File: config.mk
export PLATFORM = sky130hd
export DESIGN_NAME = undervoltage_otp_control
export DESIGN_NICKNAME = d
export VERILOG_FILES = /design/src/verilog/uv_otp_pkg.sv /design/src/verilog/level_sync3.sv /design/src/verilog/otp_byte_cell.sv /design/src/verilog/undervoltage_otp_control.sv
export SDC_FILE = /design/constraint.sdc
export NUM_CORES = 1
export LEC_CHECK = 0
export ABC_CLOCK_PERIOD_IN_PS = 3950
export BUFFER_PORTS_ARGS = -buffer_cell sky130_fd_sc_hd__clkbuf_2
export CAP_MARGIN = 20
export CORE_MARGIN = 4
export CORE_UTILIZATION = 56
export DETAILED_ROUTE_END_ITERATION = 10
export GPL_TIMING_DRIVEN = 0
export MAX_ROUTING_LAYER = met4
export PLACE_DENSITY = 0.86
export SLEW_MARGIN = 20
export SYNTH_ARGS = -nofsm -noshare
export SYNTH_HDL_FRONTEND = slang
export SYNTH_SLANG_ARGS = --single-unit
File: constraint.sdc
create_clock -name I_REF_CLK -period 3.95 [get_ports I_REF_CLK]
set_clock_uncertainty 0.1 [all_clocks]
set_input_delay 0.79 -clock I_REF_CLK [delete_from_list [all_inputs] [get_ports I_REF_CLK]]
set_output_delay 0.79 -clock I_REF_CLK [all_outputs]
set_load 0.01 [all_outputs]
File: src/verilog/uv_otp_pkg.sv
package uv_otp_pkg;
  // ==========================================
  // Clock and undervoltage timing
  localparam longint unsigned CLK_HZ = 64'd100_000_000;
  localparam longint unsigned UV_HOLD_S = 64'd15;
  localparam int unsigned UV_HOLD_CYCLES = int'(UV_HOLD_S * CLK_HZ);
  localparam int UV_CNT_W = 31;

  // ==========================================
  // Nonvolatile store layout
  localparam int OTP_BYTES = 8;
  localparam logic [2:0] ADDR_OSCILLATOR_REFERENCE_TRIM = 3'h0;
  localparam logic [2:0] ADDR_BUS_TRIM = 3'h1;
  localparam logic [2:0] ADDR_THR_NODE = 3'h2;
  localparam logic [2:0] ADDR_CURRENT = 3'h3;
  localparam logic [2:0] ADDR_VELOCITY = 3'h4;
  localparam logic [2:0] ADDR_SAFE_HI = 3'h5;
  localparam logic [2:0] ADDR_SAFE_LO = 3'h6;
  localparam logic [2:0] ADDR_LOCKS = 3'h7;
  localparam logic [2:0] FACTORY_LAST_ADDR = 3'h1;
  localparam int USER_LOCK_BIT = 0;
  localparam int FACTORY_LOCK_BIT = 1;
  localparam int STEP_MODE_LSB = 2;
  localparam int SAFE_HI_LSB = 5;
  localparam int SAFE_LO_LSB = 2;
  localparam logic [7:0] NODE_ADDR_MASK = 8'h0f;

  // Delivery image; arbitrary values except the factory lock
  localparam logic [7:0] FACTORY_IMAGE [OTP_BYTES] = '{
    8'h00, 8'h00, 8'h00, 8'h00, 8'h00, 8'h00, 8'h00, 8'h02};

  // ==========================================
  // Parameter encodings
  localparam logic [12:0] ABS_THR_STEP_MV = 13'h1f4;
  localparam logic [12:0] DEL_THR_STEP_MV = 13'h0fa;
  localparam logic [9:0] RUN_CURRENT_MA [16] = '{
    10'h03b, 10'h047, 10'h054, 10'h064, 10'h077, 10'h08d, 10'h0a8, 10'h0c8,
    10'h0ee, 10'h11b, 10'h150, 10'h190, 10'h1dc, 10'h236, 10'h2a1, 10'h320};
  localparam logic [4:0] MICROSTEPS [4] = '{5'h02, 5'h04, 5'h08, 5'h10};

  typedef enum logic [1:0] {
    ST_ACTIVE,
    ST_HARD_UNDER,
    ST_SHUT_UNDER,
    ST_SHUTDOWN
  } uv_state_t;
endpackage : uv_otp_pkg

File: src/verilog/level_sync3.sv
module level_sync3 (
  input wire logic clk,
  input wire logic srst,
  input wire logic i_async,
  output logic o_level
);
  logic s1_q;
  logic s2_q;
  logic s3_q;

  // ==========================================
  // Three stages; change accepted when stages two and three agree
  always_ff @(posedge clk) begin
    if (srst) begin
      s1_q <= 1'b0;
      s2_q <= 1'b0;
      s3_q <= 1'b0;
      o_level <= 1'b0;
    end else begin
      s1_q <= i_async;
      s2_q <= s1_q;
      s3_q <= s2_q;
      if (s2_q == s3_q) begin
        o_level <= s3_q;
      end
    end
  end
endmodule : level_sync3

File: src/verilog/otp_byte_cell.sv
module otp_byte_cell (
  input wire logic clk,
  input wire logic i_init,
  input wire logic [7:0] i_init_value,
  input wire logic i_zap,
  input wire logic [7:0] i_zap_bits,
  output logic [7:0] o_value
);
  // ==========================================
  // Survives logic reset; zapping only ever adds ones
  always_ff @(posedge clk) begin
    if (i_init) begin
      o_value <= i_init_value;
    end else if (i_zap) begin
      o_value <= o_value | i_zap_bits;
    end
  end
endmodule : otp_byte_cell

File: src/verilog/undervoltage_otp_control.sv
module undervoltage_otp_control #(
  parameter int unsigned UV_HOLD_CYCLES = uv_otp_pkg::UV_HOLD_CYCLES
) (
  input wire logic I_REF_CLK,
  input wire logic I_SRST,
  input wire logic I_OTP_INIT,
  input wire logic I_VBB_BELOW_DEEP,
  input wire logic I_VBB_ABOVE_RECOVERY,
  input wire logic I_PUMP_OK,
  input wire logic I_STATUS_READ_CMD,
  input wire logic I_FULL_STATUS_READ_CMD,
  input wire logic I_POSITION_WRITE_CMD,
  input wire logic I_SHORT_POSITION_WRITE_CMD,
  input wire logic I_POSITION_PARAM_CMD,
  input wire logic I_SAFE_POSITION_CMD,
  input wire logic I_DUAL_POSITION_CMD,
  input wire logic [15:0] I_CMD_POSITION,
  input wire logic [15:0] I_ACTUAL_POSITION,
  input wire logic I_MOTOR_PARAM_WRITE_CMD,
  input wire logic [2:0] I_PARAM_ADDR,
  input wire logic [7:0] I_PARAM_DATA,
  input wire logic I_OTP_BYTE_PROGRAM_CMD,
  input wire logic I_OTP_BYTE_READ_CMD,
  input wire logic [2:0] I_HARDWIRED_ADDRESS_BITS,
  output uv_otp_pkg::uv_state_t O_UV_STATE,
  output logic O_MOTION_EN,
  output logic O_MOTOR_HIZ,
  output logic O_DEEP_UNDERVOLTAGE_FLAG,
  output logic O_MISSED_STEP_FLAG,
  output logic O_PUMP_FAILURE_FLAG,
  output logic [15:0] O_TARGET_POSITION,
  output logic O_DUAL_POSITION_GO,
  output logic [15:0] O_DUAL_POSITION,
  output logic [7:0] O_OTP_READ_DATA,
  output logic O_OTP_READ_VALID,
  output logic O_OTP_PROGRAM_DONE,
  output logic O_OTP_PROGRAM_REFUSED,
  output logic [6:0] O_NODE_ADDRESS,
  output logic O_ABS_DETECT_EN,
  output logic [12:0] O_ABS_THRESHOLD_MV,
  output logic O_REL_DETECT_EN,
  output logic [12:0] O_REL_THRESHOLD_MV,
  output logic [9:0] O_RUN_CURRENT_MA,
  output logic [3:0] O_HOLD_CURRENT_CODE,
  output logic [10:0] O_SAFE_POSITION_VALUE,
  output logic [4:0] O_MICROSTEP_RESOLUTION,
  output logic O_LOW_POWER_ALLOW_BIT,
  output logic O_BUS_INTERFACE_ENABLE_BIT
);
  import uv_otp_pkg::*;

  // ==========================================
  // Pump sensed as failure so a freshly reset synchroniser reads healthy
  logic deep_uv;
  logic recovered;
  logic pump_fail;

  level_sync3 u_sync_deep (
    .clk(I_REF_CLK),
    .srst(I_SRST),
    .i_async(I_VBB_BELOW_DEEP),
    .o_level(deep_uv)
  );

  level_sync3 u_sync_recov (
    .clk(I_REF_CLK),
    .srst(I_SRST),
    .i_async(I_VBB_ABOVE_RECOVERY),
    .o_level(recovered)
  );

  level_sync3 u_sync_pump (
    .clk(I_REF_CLK),
    .srst(I_SRST),
    .i_async(~I_PUMP_OK),
    .o_level(pump_fail)
  );

  logic status_cmd;
  logic pos_cmd;
  assign status_cmd = I_STATUS_READ_CMD | I_FULL_STATUS_READ_CMD;
  assign pos_cmd = I_POSITION_WRITE_CMD | I_SHORT_POSITION_WRITE_CMD |
                   I_POSITION_PARAM_CMD | I_SAFE_POSITION_CMD;

  // ==========================================
  // Undervoltage state machine
  uv_state_t state_q;
  uv_state_t state_d;
  logic [UV_CNT_W-1:0] hold_cnt_q;
  logic hold_expired;
  logic trigger;

  assign trigger = deep_uv | pump_fail;
  assign hold_expired = (hold_cnt_q >= UV_HOLD_CYCLES[UV_CNT_W-1:0]);

  always_comb begin
    state_d = state_q;
    unique case (state_q)
      ST_ACTIVE: begin
        if (trigger) begin
          state_d = ST_HARD_UNDER;
        end
      end
      ST_HARD_UNDER: begin
        state_d = ST_SHUT_UNDER;
      end
      ST_SHUT_UNDER: begin
        if (hold_expired) begin
          state_d = ST_SHUTDOWN;
        end else if (recovered && !deep_uv && !pump_fail) begin
          state_d = ST_ACTIVE;
        end
      end
      ST_SHUTDOWN: begin
        if (recovered && !pump_fail && status_cmd) begin
          state_d = ST_ACTIVE;
        end
      end
    endcase
  end

  // Logic reset is the only way out of every state besides the machine
  always_ff @(posedge I_REF_CLK) begin
    if (I_SRST) begin
      state_q <= ST_ACTIVE;
    end else begin
      state_q <= state_d;
    end
  end

  // Hold time counts only while waiting for recovery
  always_ff @(posedge I_REF_CLK) begin
    if (I_SRST || state_q != ST_SHUT_UNDER || state_d == ST_ACTIVE) begin
      hold_cnt_q <= '0;
    end else if (!hold_expired) begin
      hold_cnt_q <= hold_cnt_q + 1'b1;
    end
  end

  assign O_UV_STATE = state_q;
  assign O_MOTION_EN = (state_q == ST_ACTIVE);
  assign O_MOTOR_HIZ = (state_q != ST_ACTIVE);

  // ==========================================
  // Flags; a new event wins over a clearing status read
  logic deep_flag_q;
  logic step_flag_q;
  logic pump_flag_q;
  logic uv_entry;
  assign uv_entry = (state_q == ST_ACTIVE) && trigger;

  always_ff @(posedge I_REF_CLK) begin
    if (I_SRST) begin
      deep_flag_q <= 1'b0;
      step_flag_q <= 1'b0;
    end else if (uv_entry) begin
      deep_flag_q <= 1'b1;
      step_flag_q <= 1'b1;
    end else if (status_cmd && recovered) begin
      deep_flag_q <= 1'b0;
      step_flag_q <= 1'b0;
    end
  end

  always_ff @(posedge I_REF_CLK) begin
    if (I_SRST) begin
      pump_flag_q <= 1'b0;
    end else if (pump_fail) begin
      pump_flag_q <= 1'b1;
    end else if (status_cmd) begin
      pump_flag_q <= 1'b0;
    end
  end

  assign O_DEEP_UNDERVOLTAGE_FLAG = deep_flag_q;
  assign O_MISSED_STEP_FLAG = step_flag_q;
  assign O_PUMP_FAILURE_FLAG = pump_flag_q;

  // ==========================================
  // Target position and deferred dual position
  logic [15:0] target_q;
  logic dual_pend_q;
  logic [15:0] dual_pos_q;
  logic flags_clear;
  assign flags_clear = ~deep_flag_q & ~step_flag_q & ~pump_flag_q;

  // Target is untouched on entry; outside ST_ACTIVE only expiry overwrites it
  always_ff @(posedge I_REF_CLK) begin
    if (I_SRST) begin
      target_q <= '0;
    end else if (state_q == ST_SHUT_UNDER && hold_expired) begin
      target_q <= I_ACTUAL_POSITION;
    end else if (state_q == ST_ACTIVE && pos_cmd) begin
      target_q <= I_CMD_POSITION;
    end
  end

  always_ff @(posedge I_REF_CLK) begin
    if (I_SRST) begin
      dual_pend_q <= 1'b0;
      dual_pos_q <= '0;
      O_DUAL_POSITION_GO <= 1'b0;
    end else begin
      O_DUAL_POSITION_GO <= 1'b0;
      if (I_DUAL_POSITION_CMD) begin
        dual_pend_q <= 1'b1;
        dual_pos_q <= I_CMD_POSITION;
      end else if (dual_pend_q && flags_clear && state_q == ST_ACTIVE) begin
        dual_pend_q <= 1'b0;
        O_DUAL_POSITION_GO <= 1'b1;
      end
    end
  end

  assign O_TARGET_POSITION = target_q;
  assign O_DUAL_POSITION = dual_pos_q;

  // ==========================================
  // Nonvolatile store, one cell per byte
  logic [7:0] otp_val [OTP_BYTES];
  logic [7:0] zap_en;
  logic prog_locked;
  logic prog_rezap;
  logic prog_ok;
  logic [7:0] sel_byte;
  logic [7:0] locks;

  assign sel_byte = otp_val[I_PARAM_ADDR];
  assign locks = otp_val[ADDR_LOCKS];
  // Locks act at once, unlike parameters, so a locked part stays locked
  assign prog_locked = locks[USER_LOCK_BIT] ||
      (locks[FACTORY_LOCK_BIT] && I_PARAM_ADDR <= FACTORY_LAST_ADDR);
  assign prog_rezap = |(sel_byte & I_PARAM_DATA);
  assign prog_ok = I_OTP_BYTE_PROGRAM_CMD && !prog_locked && !prog_rezap;

  genvar gi;
  generate
    for (gi = 0; gi < OTP_BYTES; gi++) begin : g_otp
      assign zap_en[gi] = prog_ok && (I_PARAM_ADDR == 3'(gi));
      otp_byte_cell u_cell (
        .clk(I_REF_CLK),
        .i_init(I_OTP_INIT),
        .i_init_value(FACTORY_IMAGE[gi]),
        .i_zap(zap_en[gi]),
        .i_zap_bits(I_PARAM_DATA),
        .o_value(otp_val[gi])
      );
    end
  endgenerate

  always_ff @(posedge I_REF_CLK) begin
    if (I_SRST) begin
      O_OTP_PROGRAM_DONE <= 1'b0;
      O_OTP_PROGRAM_REFUSED <= 1'b0;
      O_OTP_READ_VALID <= 1'b0;
      O_OTP_READ_DATA <= '0;
    end else begin
      O_OTP_PROGRAM_DONE <= prog_ok;
      O_OTP_PROGRAM_REFUSED <= I_OTP_BYTE_PROGRAM_CMD && !prog_ok;
      O_OTP_READ_VALID <= I_OTP_BYTE_READ_CMD;
      if (I_OTP_BYTE_READ_CMD) begin
        O_OTP_READ_DATA <= sel_byte;
      end
    end
  end

  // ==========================================
  // RAM copies; loaded once after logic reset
  logic [7:0] ram_q [OTP_BYTES];
  logic load_q;

  always_ff @(posedge I_REF_CLK) begin
    if (I_SRST) begin
      load_q <= 1'b1;
    end else begin
      load_q <= 1'b0;
    end
  end

  // New zaps are not seen until the next reset reload
  always_ff @(posedge I_REF_CLK) begin
    if (I_SRST) begin
      for (int i = 0; i < OTP_BYTES; i++) begin
        ram_q[i] <= '0;
      end
    end else if (load_q) begin
      for (int i = 0; i < OTP_BYTES; i++) begin
        ram_q[i] <= otp_val[i];
      end
    end else if (I_MOTOR_PARAM_WRITE_CMD && I_PARAM_ADDR > FACTORY_LAST_ADDR) begin
      if (I_PARAM_ADDR == ADDR_THR_NODE) begin
        ram_q[ADDR_THR_NODE] <= (I_PARAM_DATA & ~NODE_ADDR_MASK) |
                                (ram_q[ADDR_THR_NODE] & NODE_ADDR_MASK);
      end else begin
        ram_q[I_PARAM_ADDR] <= I_PARAM_DATA;
      end
    end
  end

  // ==========================================
  // Decoded parameters
  logic [3:0] abs_code;
  logic [3:0] rel_code;
  assign abs_code = ram_q[ADDR_THR_NODE][7:4];
  assign rel_code = ram_q[ADDR_LOCKS][7:4];

  assign O_NODE_ADDRESS = {ram_q[ADDR_THR_NODE][3:0], I_HARDWIRED_ADDRESS_BITS};
  assign O_ABS_DETECT_EN = (abs_code != 4'h0);
  assign O_ABS_THRESHOLD_MV = 13'(abs_code * ABS_THR_STEP_MV);
  assign O_REL_DETECT_EN = (rel_code != 4'h0);
  assign O_REL_THRESHOLD_MV = 13'(rel_code * DEL_THR_STEP_MV);
  assign O_RUN_CURRENT_MA = RUN_CURRENT_MA[ram_q[ADDR_CURRENT][7:4]];
  assign O_HOLD_CURRENT_CODE = ram_q[ADDR_CURRENT][3:0];
  assign O_SAFE_POSITION_VALUE = {ram_q[ADDR_SAFE_HI][7:SAFE_HI_LSB],
                                  ram_q[ADDR_SAFE_LO][7:SAFE_LO_LSB], 2'b00};
  assign O_MICROSTEP_RESOLUTION =
      MICROSTEPS[ram_q[ADDR_LOCKS][STEP_MODE_LSB+1:STEP_MODE_LSB]];
  assign O_LOW_POWER_ALLOW_BIT = ram_q[ADDR_SAFE_LO][0];
  // Bus enable only changes on reload, so a fresh zap cannot cut the link
  assign O_BUS_INTERFACE_ENABLE_BIT = ram_q[ADDR_BUS_TRIM][7];
endmodule : undervoltage_otp_control

# ---- Word-level counts from Yosys, hierarchy flattened
# Memory sizes are Yosys's and may differ from the RTL's.
# Index checks and enable logic that the tools add are counted.
dict set report totals {
  reg_bits 157
  mem_bits_rw 64
  romBits 160
  inputBits 62
  output_inout_bits 118
  elab_cells 182
  memories 2
}
# name depth word_bits rd rd_clocked_by_memory_dff wr line_no
set mem_list {}
lappend mem_list {{(name not given)} 16 10 1 0 0 undervoltage_otp_control.sv:312} ;# assign O_RUN_CURRENT_MA = RUN_CURRENT_MA[ram_q[ADDR_CURRENT][7:4]];
lappend mem_list {ram_q 8 8 6 0 8 undervoltage_otp_control.sv:269} ;# logic [7:0] ram_q [OTP_BYTES];
dict set report classes {
  add_sub_neg 1
  mul 2
  n_lt_le_gt_ge 6
  n_eq_ne 14
  n_mux 49
  bitwise_logic 31
  reduce_logical 44
}
# op count
set op_table {}
lappend op_table {{8-bit two-way mux} 12}
lappend op_table {{8-bit bitwise OR} 8}
lappend op_table {{16-bit two-way mux} 2}
lappend op_table {{31-bit by 1-bit adder with 31-bit output, second input constant} 1}
lappend op_table {{31-bit greater-or-equal comparator, second input constant} 1}
lappend op_table {{8-bit binary-select mux with 3-bit select} 1}
lappend op_table {{1-bit logical AND} 23}
lappend op_table {{1-bit two-way mux} 23}
lappend op_table {{4-bit by 7-bit multiplier with 11-bit output, second input constant} 2}
lappend op_table {{10-bit two-way mux} 2}
lappend op_table {{8-bit OR reduction} 2}
lappend op_table {{1-bit bitwise OR} 14}
lappend op_table {{3-bit equality test, second input constant} 4}
lappend op_table {{5-bit binary-select mux with 2-bit select} 1}
lappend op_table {{5-bit two-way mux} 2}
lappend op_table {{2-bit nonzero test} 5}
lappend op_table {{8-bit bitwise AND} 1}
lappend op_table {{2-bit two-way mux} 4}
lappend op_table {{8-bit by 4-bit bitwise OR with 8-bit output} 1}
lappend op_table {{2-bit one-hot mux with 4 select lines} 1}
lappend op_table {{4-bit nonzero test} 2}
lappend op_table {{3-bit by 2-bit equality test with 1-bit output, second input constant} 2}
lappend op_table {{5-bit greater-or-equal comparator, second input constant} 1}
lappend op_table {{1-bit logical NOT} 5}
lappend op_table {{other kinds (19)} 27}

# ---- Logic depth before layout (Yosys ltp)
dict set report depth {
  ltp_word 10
  mapped_depth 11
}

# ---- Cells and area by module
# From an unflattened synthesis, not the netlist that was laid out.
dict set report unflattened {
  cells_unflattened 1063
  hier_area_um2 10382.5
}
# mod instances cells_per_inst area_each_um2 seq_area_each_um2
set by_module_without_submodules {}
lappend by_module_without_submodules {undervoltage_otp_control 1 761 7181.9 2612.5}
lappend by_module_without_submodules {otp_byte_cell 8 34 357.8 240.2}
lappend by_module_without_submodules {level_sync3 3 10 112.6 80.1}

# ---- Worst setup path after synthesis
# No wires, ideal clock.
dict set report synth_path {
  kind {reg-to-output}
  startpoint {mem ram_q[7][6]}
  endpoint {out O_REL_THRESHOLD_MV[11]}
  arrival_time_ps 2912
  t_required_ps 3060
  path_slack_ps 148
  path_stages_with_launch 11
  n_path_buf 0
  path_cell_list {edfxtp_1 > fa_1 > inv_1 > fa_1 > inv_1 > ha_1 > a21oi_1 > o21bai_1 > a31o_2 > a21oi_1 > xnor2_1}
}
# item line_no
set synth_rtl {}
lappend synth_rtl {{start, declared} undervoltage_otp_control.sv:269}
lappend synth_rtl {{end, declared} undervoltage_otp_control.sv:42} ;# output logic [12:0] O_REL_THRESHOLD_MV,

==> flow_summary.toml <==
[outcome]
outcome = "finished, violations left"
violations = "negative setup slack"

[die]
dieHeight_um = 140
rows = 47
core_area_mm2 = 0.0168
die_w_um = 140
die-area_mm2 = 0.0196
initial_core_util_pct = 58.0
num_io_pins = 180

[flow_run]
cap_violations = 0

[pwr]
p_sw_share_pct = 27.1
pwr-share-comb_pct = 16.9
p_int_mw = 3.26
pwr-share-seq_pct = 46.0
p_total_mw = 4.48
power.leakage_nw = 5.07
irDropWorstVdd_mv = 0.334
p_per_area_mw_per_mm2 = 380
power.net_switching_mw = 1.21
power_frac_clock_pct = 37.1

[logic_synthesis]
async_flop_share_pct = 0
ys_ff_latch = 190
synth.area.top_cells = "dfxtp_1, edfxtp_1, nor2_1"
ys_seq_area_share_pct = 42.4
avgSynthCellArea_um2 = 9.38
synthFlopType = "dfxtp_1"
ys_types = 65
synth_top_area_share_pct = 32.2
syn_area_mm2 = 0.00975
synthCells = 1040
yosys_warnings = 0
synth_edf_count = 33
synth_area_leader_cell = "dfxtp_1"

[min_path]
min_path_type = "reg2reg"
hold_depth = 1

[place]
place.gp.congestion = 0.975
dp_cells = 1426
port_buffers = 160
hpwl_um = 20300

[route]
ant_nets = 0
wl_um = 28400
wl_per_cell_um = 19.2
dr.first_iter.drc_count = 809
viasPerCell = 6.03
dr_total_vias = 8908
drc_errors = 0
dr.pass1.iters = 7

[clock_network]
clk_latency_ns = 0.44
cts-buffers-inserted = 17
clock_sinks = 190
cts.reportedPaths.clkPinSlew_ns = 0.07
cts-root-buf = "clkbuf_16"
htree_levels = 4
cts_tree = "built"
cts_hold_buf = 0
clk_path_buf_depth = 2

[cells_and_area]
regArea_mm2 = 0.00413
layout.nets = 1357
num_antenna_cells = 0
drive_gt1_share_pct = 24.4
final_cells = 1478
nFillCells = 1307
multiInputGateArea_mm2 = 0.00517
area_delta_synth_final_pct = 20.8

[sta]
setup_viol = 5
rsz0062_at_grt = "true"
hold_slack_ns = 0.348
finalMaxSlewViolations = 0
tightest_slew_ns = 1.05
max_freq_mhz = 238
fin_crit_sh_pct = 106
fin_crit_ns = 4.20
hold_viol = 0
slew_headroom_pct = 29.4
setup_slack_ns = -0.245

[global_routing]
grt_pass1_wl_um = 45700
grt-ovfl-total = 0
grt_max_degree = 17
grt_pass1_vias = 8763
antenna_found_initial = 0
track_usage_pct = 29.6

[setup_path]
startpoint = "ram_q[2][6]"
critPathKind = "reg2out"
r2r-start = "g_otp[3].u_cell.o_value[6]"
r2r_end = "g_otp[0].u_cell.o_value[7]"
end_kind = "primary output"
cp_max_fo = 3
cp.arrival_ns = 3.31
required_ns = 3.06
reg2regPathDepth = 7
start_kind = "flip-flop"
r2r_slack_ns = 1.00
crit_end = "O_ABS_THRESHOLD_MV[12]"
==> power groups by stage <==
| stage | combinational, mW | clock, mW | sequential (mW) |
|---|---|---|---|
| global route | 0.816 | 1.76 | 2.06 |
| global placement | 0.633 | 0 | 2.10 |
| detailed placement | 0.647 | 0 | 2.10 |
| finish | 0.757 | 1.66 | 2.06 |
| floorplan | 0.397 | 0 | 2.11 |
| CTS | 0.713 | 1.67 | 2.06 |
==> per-layer routing <==
metal / GRT usage [%] / routed length [um] / share of wire, % / vias to the layer above
li1: - / - / - / 4126
met1: 37.2 / 11800 / 41 / 4242
met2: 46.6 / 13300 / 47 / 441
met3: 6.10 / 2190 / 7.7 / 99
met4: 12.7 / 1140 / 4.0 / 0
met5: - / 0 / 0 / -
==> cells by family (layout without fill, tap and decap cells) <==
group	count (synthesis)	in the layout	synth area share [%]
multiplexers	60	60	6.59
other	1	7	0.0385
adder cells (fa/ha/maj)	49	49	7.36
flip-flops	190	190	42.4
AND/OR/NAND/NOR	342	342	16.9
XOR/XNOR	39	39	3.50
buffers and inverters	143	355	6.76
AO/OA/AOI/OAI	216	216	16.4
==> cell usage after synthesis (all sizes together) (6+ instances only) <==
cell    number
and2        11
nand4       21
inv         48
a211oi      27
a41oi       61
a22o        12
nor2       163
a32oi        6
nand3b      13
and3        12
dfxtp      157
nand3       19
a21oi       40
o221ai       7
mux2        14
o21ai       28
clkbuf      54
xor2        27
nand2       44
nand2b       6
ha          35
edfxtp      33
fa          14
xnor2       12
mux2i       44
nor2b       21
buf         41
==> layout by cell type, fill, tap and decap left out, types with 5 or more instances in the layout <==
cell / netlist / layout
o21ai_0: 27 / 24
a211oi_1: 27 / 27
buf_2: 10 / 19
ha_1: 35 / 25
xnor2_1: 12 / 9
a41oi_1: 61 / 61
ha_4: 0 / 8
mux2i_1: 44 / 44
nand2_1: 44 / 44
buf_4: 25 / 41
conb_1: 1 / 7
edfxtp_1: 33 / 33
a22o_1: 12 / 12
o221ai_1: 7 / 7
inv_1: 48 / 40
xor2_1: 27 / 27
nand4_1: 21 / 21
or3_1: 5 / 5
clkbuf_2: 1 / 152
a21oi_1: 40 / 34
and3_1: 12 / 12
mux2_2: 14 / 14
nor2_1: 163 / 163
nand3b_1: 13 / 13
nor3_1: 5 / 5
and2_1: 11 / 11
nor2b_1: 21 / 21
clkbuf_16: 0 / 19
nand2b_1: 6 / 6
inv_2: 0 / 8
o22ai_1: 5 / 5
nand3_1: 19 / 19
clkbuf_1: 53 / 56
a21o_1: 5 / 5
fa_1: 14 / 10
buf_6: 2 / 7
a32oi_1: 6 / 6
dfxtp_1: 157 / 157
==> worst min path at each step <==
stage	from	to	slack (ns)
final	u_sync_deep.s1_q	u_sync_deep.s2_q	0.35
after detailed placement	u_sync_deep.s1_q	u_sync_deep.s2_q	0.34
after CTS	u_sync_recov.s1_q	u_sync_recov.s2_q	0.35
after floorplan	u_sync_deep.s1_q	u_sync_deep.s2_q	0.31
after global placement	u_sync_deep.s1_q	u_sync_deep.s2_q	0.32
after global routing	u_sync_recov.s1_q	u_sync_recov.s2_q	0.36
==> state kept, by name, summed over array words and instances, names as in the netlist, 2 cells and up <==
register,cells
g_otp.u_cell.o_value,64
ram_q,33
hold_cnt_q,31
O_DUAL_POSITION,16
O_TARGET_POSITION,16
O_OTP_READ_DATA,8
O_UV_STATE,2
==> final cells by class <==
cell class | count | share of cell area [%]
timing repair buffer | 181 | 8.29
buffer | 95 | 4.07
clock buffer | 25 | 4.48
sequential | 190 | 35.1
multi-input combinational | 713 | 43.8
inverter | 48 | 1.53
clock inverter | 6 | 0.372
tap | 220 | 2.34
==> critical path, stage by stage, from the launching register on <==
cell,delay (ns)
edfxtp_1,0.46
fa_2,0.63
buf_4,0.13
fa_1,0.45
ha_4,0.32
inv_1,0.06
o21a_1,0.21
o21ai_2,0.15
a21oi_2,0.10
xnor2_2,0.19
buf_2,0.17
==> metrics by stage <==
step | TNS (ns) | instance area [um^2] | worst slack (ns) | utilization, %
floorplan | 0 | 9770 | 0.148 | -
global placement | -0.385 | 10900 | -0.153 | 64.5
detailed placement | -0.688 | 10900 | -0.228 | 64.5
CTS | -0.592 | 11700 | -0.188 | 69.7
global route | -1.68 | 11800 | -0.332 | 70.1
finish | -0.881 | 11800 | -0.245 | 70.1
==> what timing repair did <==
action	in CTS	in global routing
setup buffers	19	3
endpoints found under the setup margin	10	8
pin swaps	27	13
gates resized for setup	35	16
(Power assumes the default switching activity.)
